===== config.mk =====
export PLATFORM = sky130hd
export DESIGN_NAME = ptbd_top
export DESIGN_NICKNAME = d
export VERILOG_FILES = /design/src/shared/ptbd_pkg.sv /design/src/logic/ptbd_divider.sv /design/src/logic/ptbd_top.sv
export SDC_FILE = /design/constraint.sdc
export NUM_CORES = 1
export LEC_CHECK = 0
export ABC_AREA = 1
export ABC_CLOCK_PERIOD_IN_PS = 1700
export BUFFER_PORTS_ARGS = -buffer_cell sky130_fd_sc_hd__buf_2
export CORE_MARGIN = 2
export CORE_UTILIZATION = 50
export DETAILED_ROUTE_END_ITERATION = 10
export GPL_TIMING_DRIVEN = 0
export PLACE_DENSITY = 0.79
export REMOVE_ABC_BUFFERS = 1
export SYNTH_ARGS = -nofsm -noshare
export SYNTH_HDL_FRONTEND = slang
export SYNTH_SLANG_ARGS = --single-unit

===== constraint.sdc =====
create_clock -name i_mclk -period 1.7 [get_ports i_mclk]
set_clock_uncertainty 0.05 [all_clocks]
set_input_delay 0.34 -clock i_mclk [delete_from_list [all_inputs] [get_ports i_mclk]]
set_output_delay 0.34 -clock i_mclk [all_outputs]
set_load 0.05 [all_outputs]

===== src/shared/ptbd_pkg.sv =====
// Constants for the periodic tick and buzzer divider block
package ptbd_pkg;

  // Register indices; byte address is four times the index
  localparam logic [7:0] CTL_IDX = 8'h36;
  localparam logic [7:0] STS_IDX = 8'h37;
  localparam logic [7:0] CLR_IDX = 8'h38;
  localparam logic [7:0] ENA_IDX = 8'h39;

  // Control register fields
  localparam int         BUZ_EN_BIT   = 7;
  localparam int         BUZ_SEL_LSB  = 5;
  localparam int         ZERO_BIT     = 4;
  localparam int         TICK_EN_BIT  = 3;
  localparam int         TICK_SEL_LSB = 0;
  localparam logic [7:0] CTL_RESET    = 8'h00;

  // Interrupt bit layout shared by status, clear and enable
  localparam int         INT_TICK_BIT = 0;
  localparam int         NUM_INT      = 1;

  // Divider chain: bit k toggles every 2^k clocks, period 2^(k+1)
  localparam int         DIV_W        = 23;
  localparam int unsigned TICK_TAP [0:7] = '{22, 20, 15, 13, 12, 11, 10, 8};
  localparam int unsigned BUZ_TAP  [0:3] = '{12, 11, 10, 9};

endpackage


===== src/logic/ptbd_divider.sv =====
// Free-running divider chain of the high frequency clock
`timescale 1ns/100ps
module ptbd_divider #(
  parameter int W = ptbd_pkg::DIV_W
) (
  input  wire logic         i_mclk,
  input  wire logic         i_rst_n,
  output logic [W-1:0]      o_count
);

  if (W < 1) begin : g_bad_width
    $error("ptbd_divider: width must be at least one");
  end

  always_ff @(posedge i_mclk) begin
    if (!i_rst_n) begin
      o_count <= '0;
    end else begin
      o_count <= o_count + 1'b1;
    end
  end

endmodule // ptbd_divider


===== src/logic/ptbd_top.sv =====
// Periodic tick generator and buzzer divider with APB register access
//
// The APB register port is this design's own decision.
`timescale 1ns/100ps
module ptbd_top #(
  parameter int ADDR_W = 12,
  parameter int DIV_W  = ptbd_pkg::DIV_W
) (
  input  wire logic              i_mclk,
  input  wire logic              i_rst_n,
  input  wire logic              i_psel,
  input  wire logic              i_penable,
  input  wire logic              i_pwrite,
  input  wire logic [ADDR_W-1:0] i_paddr,
  input  wire logic [31:0]       i_pwdata,
  output logic      [31:0]       o_prdata,
  output logic                   o_pready,
  output logic                   o_pslverr,
  output logic                   o_irq,
  output logic                   o_tick_interrupt,
  output logic                   o_buzzer_out_pin_n
);

  ////////////////////////////////////////////////////////////////////////////
  // Elaboration checks

  if (DIV_W < ptbd_pkg::DIV_W) begin : g_bad_div
    $error("ptbd_top: divider too short for the slowest tick tap");
  end
  if (ADDR_W < 10) begin : g_bad_addr
    $error("ptbd_top: address too narrow to reach the register map");
  end

  ////////////////////////////////////////////////////////////////////////////
  // Divider chain

  logic [DIV_W-1:0] div_count;

  ptbd_divider #(
    .W (DIV_W)
  ) u_divider (
    .i_mclk  (i_mclk),
    .i_rst_n (i_rst_n),
    .o_count (div_count)
  );

  ////////////////////////////////////////////////////////////////////////////
  // APB decode

  localparam logic [ADDR_W-1:0] CTL_ADDR = ADDR_W'({ptbd_pkg::CTL_IDX, 2'b00});
  localparam logic [ADDR_W-1:0] STS_ADDR = ADDR_W'({ptbd_pkg::STS_IDX, 2'b00});
  localparam logic [ADDR_W-1:0] CLR_ADDR = ADDR_W'({ptbd_pkg::CLR_IDX, 2'b00});
  localparam logic [ADDR_W-1:0] ENA_ADDR = ADDR_W'({ptbd_pkg::ENA_IDX, 2'b00});

  logic        setup_ph;
  logic        access_done;
  logic        hit_ctl;
  logic        hit_sts;
  logic        hit_clr;
  logic        hit_ena;
  logic        hit_any;
  logic        wr_ctl;
  logic        wr_clr;
  logic        wr_ena;
  logic [7:0]  ctl_r;
  logic [ptbd_pkg::NUM_INT-1:0] sts_r;
  logic [ptbd_pkg::NUM_INT-1:0] ena_r;
  logic [7:0]  ctl_rdata;
  logic [31:0] rdata;

  assign setup_ph    = i_psel && !i_penable;
  // Access completes on the edge where the registered ready is seen high
  assign access_done = i_psel && i_penable && o_pready;
  assign hit_ctl     = (i_paddr == CTL_ADDR);
  assign hit_sts     = (i_paddr == STS_ADDR);
  assign hit_clr     = (i_paddr == CLR_ADDR);
  assign hit_ena     = (i_paddr == ENA_ADDR);
  assign hit_any     = hit_ctl || hit_sts || hit_clr || hit_ena;
  assign wr_ctl      = access_done && i_pwrite && hit_ctl;
  assign wr_clr      = access_done && i_pwrite && hit_clr;
  assign wr_ena      = access_done && i_pwrite && hit_ena;

  assign ctl_rdata = {ctl_r[7:5], 1'b0, ctl_r[3:0]};

  // Clear register is write only and reads as zero
  always_comb begin
    rdata = 32'h0000_0000;
    if (hit_ctl) begin
      rdata[7:0] = ctl_rdata;
    end else if (hit_sts) begin
      rdata[ptbd_pkg::NUM_INT-1:0] = sts_r;
    end else if (hit_ena) begin
      rdata[ptbd_pkg::NUM_INT-1:0] = ena_r;
    end
  end

  // One wait-free access phase: ready rises the cycle after setup
  always_ff @(posedge i_mclk) begin
    if (!i_rst_n) begin
      o_pready  <= 1'b0;
      o_pslverr <= 1'b0;
      o_prdata  <= 32'h0000_0000;
    end else begin
      o_pready  <= setup_ph;
      o_pslverr <= setup_ph && !hit_any;
      if (setup_ph && !i_pwrite) begin
        o_prdata <= rdata;
      end
    end
  end

  ////////////////////////////////////////////////////////////////////////////
  // Control register

  logic       tick_enable;
  logic [2:0] tick_rate_select;
  logic       buzzer_out_enable;
  logic [1:0] buzzer_rate_select;

  assign tick_enable        = ctl_r[ptbd_pkg::TICK_EN_BIT];
  assign tick_rate_select   = ctl_r[ptbd_pkg::TICK_SEL_LSB +: 3];
  assign buzzer_out_enable  = ctl_r[ptbd_pkg::BUZ_EN_BIT];
  assign buzzer_rate_select = ctl_r[ptbd_pkg::BUZ_SEL_LSB +: 2];

  // control register, zero at reset
  // Rate fields are stored as written; keeping them steady is software's duty
  always_ff @(posedge i_mclk) begin
    if (!i_rst_n) begin
      ctl_r <= ptbd_pkg::CTL_RESET;
    end else if (wr_ctl) begin
      ctl_r <= {i_pwdata[7:5], 1'b0, i_pwdata[3:0]};
    end
  end

  ////////////////////////////////////////////////////////////////////////////
  // Tick generation

  logic tick_tap;
  logic tick_tap_d_r;
  logic tick_en_d_r;
  logic tick_evt;

  assign tick_tap = div_count[ptbd_pkg::TICK_TAP[tick_rate_select]];

  // The delayed enable masks the cycle where the tap delay still holds the
  // old selection, so a combined rate and enable write cannot fire falsely
  always_ff @(posedge i_mclk) begin
    if (!i_rst_n) begin
      tick_tap_d_r <= 1'b0;
      tick_en_d_r  <= 1'b0;
    end else begin
      tick_tap_d_r <= tick_tap;
      tick_en_d_r  <= tick_enable;
    end
  end

  assign tick_evt = tick_enable && tick_en_d_r && tick_tap_d_r && !tick_tap;

  always_ff @(posedge i_mclk) begin
    if (!i_rst_n) begin
      o_tick_interrupt <= 1'b0;
    end else begin
      o_tick_interrupt <= tick_evt;
    end
  end

  ////////////////////////////////////////////////////////////////////////////
  // Interrupt status, enable and output

  logic [ptbd_pkg::NUM_INT-1:0] int_evt;

  assign int_evt[ptbd_pkg::INT_TICK_BIT] = tick_evt;

  // Sticky bits; a new event wins over a clear in the same cycle
  for (genvar b = 0; b < ptbd_pkg::NUM_INT; b++) begin : g_sts
    always_ff @(posedge i_mclk) begin
      if (!i_rst_n) begin
        sts_r[b] <= 1'b0;
      end else if (int_evt[b]) begin
        sts_r[b] <= 1'b1;
      end else if (wr_clr && i_pwdata[b]) begin
        sts_r[b] <= 1'b0;
      end
    end
  end

  always_ff @(posedge i_mclk) begin
    if (!i_rst_n) begin
      ena_r <= '0;
    end else if (wr_ena) begin
      ena_r <= i_pwdata[ptbd_pkg::NUM_INT-1:0];
    end
  end

  always_ff @(posedge i_mclk) begin
    if (!i_rst_n) begin
      o_irq <= 1'b0;
    end else begin
      o_irq <= |(sts_r & ena_r);
    end
  end

  ////////////////////////////////////////////////////////////////////////////
  // Buzzer output

  logic buz_tap;

  assign buz_tap = div_count[ptbd_pkg::BUZ_TAP[buzzer_rate_select]];

  // enable gates pin
  // Pin is active low and idles high so the buzzer sees no drive when off
  always_ff @(posedge i_mclk) begin
    if (!i_rst_n) begin
      o_buzzer_out_pin_n <= 1'b1;
    end else begin
      o_buzzer_out_pin_n <= buzzer_out_enable ? !buz_tap : 1'b1;
    end
  end
endmodule // ptbd_top


## Yosys cells after proc, flatten, opt, wreduce, memory -nomap -nowiden

Memory sizes are Yosys's and may differ from the RTL's.
Index checks and enable logic that the tools add are counted.

- Register bits after elaboration: 47
- Bits in read-only memories: 256
- Bits of input ports: 49
- Output and inout port bits: 37
- Word-level logic and storage cells: 63
- Memories: 1

Memory list:

| name | words | bits a word | read ports | clocked after memory_dff | wr ports | line | RTL |
|---|---|---|---|---|---|---|---|
| (no name shown) | 8 | 32 | 1 | 0 | 0 | ptbd_top.sv:143 | `assign tick_tap = div_count[ptbd_pkg::TICK_TAP[tick_rate_select]];` |

- Add/sub/neg operators: 1
- Order comparisons: 4
- Equality and inequality tests: 4
- Mux-type cells: 15
- Bitwise gates (word level): 3
- Reductions and logical operators: 23

Operators by type and width:

| operator | number |
|---|---|
| 2-to-1 mux 32 bit | 4 |
| binary-select mux 32 bit (select 2 bit) | 1 |
| < comparator 32 x 6 -> 1 bit, second input constant | 2 |
| equality test 12 x 8 -> 1 bit, second input constant | 4 |
| adder 23 x 1 -> 23 bit, second input constant | 1 |
| logical AND 1 bit | 13 |
| binary-select mux 1 bit (select 5 bit) | 2 |
| 2-to-1 mux 1 bit | 7 |
| 2-to-1 mux 7 bit | 1 |
| zero test 1 bit | 5 |
| greater-or-equal comparator 4 bit, second input constant | 1 |
| inverter 3 -> 4 bit | 1 |
| greater-or-equal comparator 3 bit, second input constant | 1 |
| logical OR 1 bit | 3 |
| inverter 2 -> 3 bit | 1 |
| AND reduction 2 bit | 1 |
| nonzero test 2 bit | 1 |
| bitwise AND 1 bit | 1 |

## Depth between registers and ports, before layout

- Depth in word-level cells: 9
- Mapped depth: 11
- Mapped depth without buffers: 11

## Modules after synthesis

From an unflattened synthesis, not the netlist that was laid out.

- Cell total of the unflattened synthesis: 384
- Area, all modules: 2628.8 um^2

By module, submodules not included:

| module | times used | cells an instance | area each (um^2) | sequential area each (um^2) |
|---|---|---|---|---|
| ptbd_top | 1 | 222 | 1461.4 | 460.4 |
| ptbd_divider | 1 | 162 | 1167.4 | 460.4 |

## Worst setup path before layout

No wires, ideal clock.

- Kind: register to register
- Start point: register o_pready
- End point: register ctl_r[3]
- Setup time: 0.135 ns
- Arrival time: 1.332 ns
- Required time: 1.515 ns
- Slack: 0.184 ns
- Cell stages (with the launch flop): 7
- Buffers on the path: 1
- Period minus slack after synthesis: 1.516 ns
- Path through: dfxtp_1 > nand2_1 > nor2_1 > nand4_2 > buf_6 > nor2_1 > a211oi_1

- Word-level cells in the longest chain between the ends: 3

RTL lines:

| what | line | RTL |
|---|---|---|
| start, declared | ptbd_top.sv:17 | `output logic o_pready,` |
| start signal, assigned | ptbd_top.sv:104 | `o_pready <= setup_ph;` |
| logical AND 1 bit | ptbd_top.sv:73 | `assign access_done = i_psel && i_penable && o_pready;` |
| logical AND 1 bit (2 in series) | ptbd_top.sv:79 | `assign wr_ctl = access_done && i_pwrite && hit_ctl;` |
| end signal, assigned | ptbd_top.sv:129 | `ctl_r <= ptbd_pkg::CTL_RESET;` |
| end signal, assigned | ptbd_top.sv:131 | `ctl_r <= {i_pwdata[7:5], 1'b0, i_pwdata[3:0]};` |
| end, declared | ptbd_top.sv:65 | `logic [7:0] ctl_r;` |

Every way passes these cells.
A chain may end at the register's enable or synchronous reset.

## Final worst setup path

- Start point: register ctl_r[0]
- End point: register sts_r

- Word-level cells in the longest chain between the ends: 9
- Elaborated cells between the ends (all ways): 10
- Classes of those cells: mux: 5; bitwise: 1; reduce/logical: 3; memory: 1

RTL lines:

| what | line | RTL |
|---|---|---|
| inverter 3 -> 4 bit (implied by the code) (*) | ptbd_top.sv:143 |  |
| memory read (8 x 32 bit) (*) | - |  |
| 2-to-1 mux 32 bit (implied by the code) (*) (2 in series) | ptbd_top.sv:143 |  |
| binary-select mux 1 bit (select 5 bit) (*) | ptbd_top.sv:143 |  |
| 2-to-1 mux 1 bit (implied by the code) (*) | ptbd_top.sv:143 |  |
| zero test 1 bit (*) | ptbd_top.sv:157 | `assign tick_evt = tick_enable && tick_en_d_r && tick_tap_d_r && !tick_tap;` |
| logical AND 1 bit (*) | ptbd_top.sv:157 |  |
| 2-to-1 mux 1 bit or nonzero test 2 bit (tied branches) | - |  |
| end signal, assigned by index | ptbd_top.sv:178 | `sts_r[b] <= 1'b0;` |
| end signal, assigned by index | ptbd_top.sv:180 | `sts_r[b] <= 1'b1;` |
| end signal, assigned by index | ptbd_top.sv:182 | `sts_r[b] <= 1'b0;` |
| end, declared | ptbd_top.sv:66 | `logic [ptbd_pkg::NUM_INT-1:0] sts_r;` |

Every way passes the cells marked *; elsewhere a longest branch is shown, timed or not. The select of a mux whose other input is x is not followed.

==> metrics <==
worst-path fanout max=5; wire per inst=between 10 and 15 um; Worst-path clk slew=around 80 ps; fin area=0.00289 mm2; top post-synthesis cells by count=76 x nand2_1, 54 x inv_1, 46 x dfxtp_1; status=finished, final reports clean; Post-synth ARST share=0; Post-synth top flop=dfxtp_1; most frequent cell after synthesis=nand2_1; Reg area=928 um2; TNS Setup=0 ps; Hold/Removal Path Class=input port to flip-flop; drt pass-1 iters=4; CP Data Required Time=1860 ps; layout cells sized above 1=0.167; PortBufs=35; Syn Area/Cell=6.82 um2; GRT Overall Usage=0.189; register area share after synthesis=0.352; via/cell ratio=4.95; top cells by area, synth=dfxtp_1 35%, nand2_1 11%, inv_1 7.8%; Synth cell types=33; Starting Density=0.515; die area=just under 0.006 mm2; slew margin rel.=0.316; synthesized flop and latch total=46; WP data arrival=1730 ps; Post-Synthesis Cells=383; Remaining Overflow, GRT=0; Post-synth EDFFs=0; P per Cell Area=between 700 and 800 mW/mm2; vias in the first global route=2107; multi-input logic area=between 0.001 and 0.0015 mm2; top cell type's share of synthesized area=0.352; Slew Viols, Final=0; Die Ht=76.3 um; Final period util=0.925; crit path time final=between 1500 and 2000 ps; post-CTS setup buffers=0; worst hold margin=249 ps; antenna cells=0; Area growth syn-to-layout=10.6%; YS warnings=0; Setup CP Type=flip-flop to flip-flop; Post-CTS Hold Buffers=0; fillcell total=512; Pwr Total=~2.1 mW; row count=26; Pleak=1.19 nW; Final Wtd Congestion=0.912; DP HPWL=between 4 and 5 mm; RSZ-0062 raised after global routing=false; peak supply drop=about 0.53 mV; Clock Root Buffer=clkbuf_8; final hold violation count=0; DR vias=2417; worst-skew pair later-pin latency=roughly 300 ps; IO Count=86; Clock Tree Buf Depth=2; Netlist Area Pre-Place=0.00261 mm2; fin util=0.570; CTS tree=done; CTS sink cnt=between 40 and 50; H-tree Lvls=2; Nets=471; cell taking the most area after synthesis=dfxtp_1; WL final=around 5.4 mm; pin count of the biggest net entering global routing=32; Starting DRT DRC Count=130; post-route ant nets=0; Max Cap Viol=0; DRC Markers=0; Crit. End Element=flip-flop; DP Area=0.00274 mm2; Fmax=approximately 0.64 GHz; Least-Margin Pin Slew=between 1000 and 1500 ps; Num CTS Buffers=5; Core Box Area=0.00507 mm2; initial antenna violation count=0; setup violators final=0; global-route wire length before repair=8.99 mm; Critical Path Source Type=flip-flop; chip width=76.3 um
-- placed cells by master (no fill, tap or decap), drive strengths merged, types with 2 or more instances in the layout --
| cell type | n |
|---|---|
| a211oi | 8 |
| a21oi | 29 |
| buf | 35 |
| clkbuf | 6 |
| conb | 25 |
| dfxtp | 46 |
| ha | 5 |
| inv | 58 |
| nand2 | 79 |
| nand3 | 27 |
| nand3b | 2 |
| nand4 | 14 |
| nor2 | 49 |
| nor3 | 7 |
| o21a | 2 |
| o21ai | 18 |
-- worst paths after layout --
path              slack, ps  cells after the start                  to        start
hold reg to reg         400                      1  o_buzzer_out_pin_n     ctl_r[7]
setup reg to reg        130                     10               sts_r     ctl_r[0]
setup / recovery        130                     10               sts_r     ctl_r[0]
hold / removal          250                      3            ctl_r[5]  i_pwdata[5]
-- critical path, cell delays in order, from the launching register on --
cell and delay [ps]:
dfxtp_4 390, inv_1 60, ha_1 290, nand2_1 110
o21ai_4 80, inv_1 80, nand3_1 90, nand3_1 80
nand3_1 100, nand2_1 100, nand2_1 50
-- power by group --
group	total [mW]	switching, mW	internal, mW	leakage, nW
Combinational	0.226	0.189	0.0369	0.770
Sequential	1.09	0.00568	1.08	0.373
Clock	0.807	0.368	0.439	0.0514
-- through the flow --
step	std cells	worst slack, ps
2_1_floorplan	375	148
3_3_place_gp	480	-97.4
3_5_place_dp	480	-107
4_1_cts	488	58.6
5_1_grt	488	27.5
6_report	488	128
-- what timing repair did --
action                                  CTS  global route
endpoints found under the setup margin    4             6
cloned                                    0             0
resized for setup                         2             8
-- registers in the layout, summed over array words and instances (netlist names) --
register,flops
ctl_r,7
tick_en_d_r,1
o_irq,1
o_tick_interrupt,1
sts_r,1
ena_r,1
o_pready,1
o_pslverr,1
u_divider.o_count,23
o_prdata,7
o_buzzer_out_pin_n,1
tick_tap_d_r,1
-- cells by family after synthesis --
kind of cell | count (synthesis) | synth area share
buffers and inverters | 90 | 0.169
DFF | 46 | 0.352
xor gates and xnor gates | 1 | 0.00335
AOI/OAI and AO/OA | 59 | 0.126
adders and majority gates | 5 | 0.0239
and+or+nand+nor | 181 | 0.324
other | 1 | 0.00143
-- final cells by class --
| type | count | share of cell area |
|---|---|---|
| Sequential cell | 46 | 0.321 |
| Tap cell | 70 | 0.0303 |
| Inverter | 58 | 0.0753 |
| Clock buffer | 6 | 0.0251 |
| Multi-Input combinational cell | 271 | 0.475 |
| Clock inverter | 2 | 0.0130 |
| Timing Repair Buffer | 35 | 0.0606 |
-- routing by layer --
layer  global-route usage  up-vias  wire length (um)
met1                0.223     1086              2370
met4               0.0636        0                89
met5                    0        -                 0
met2                0.322       68              2590
met3               0.0604       10               314
li1                     -     1253                 -
No activity file was read; power rests on OpenSTA's default activity.
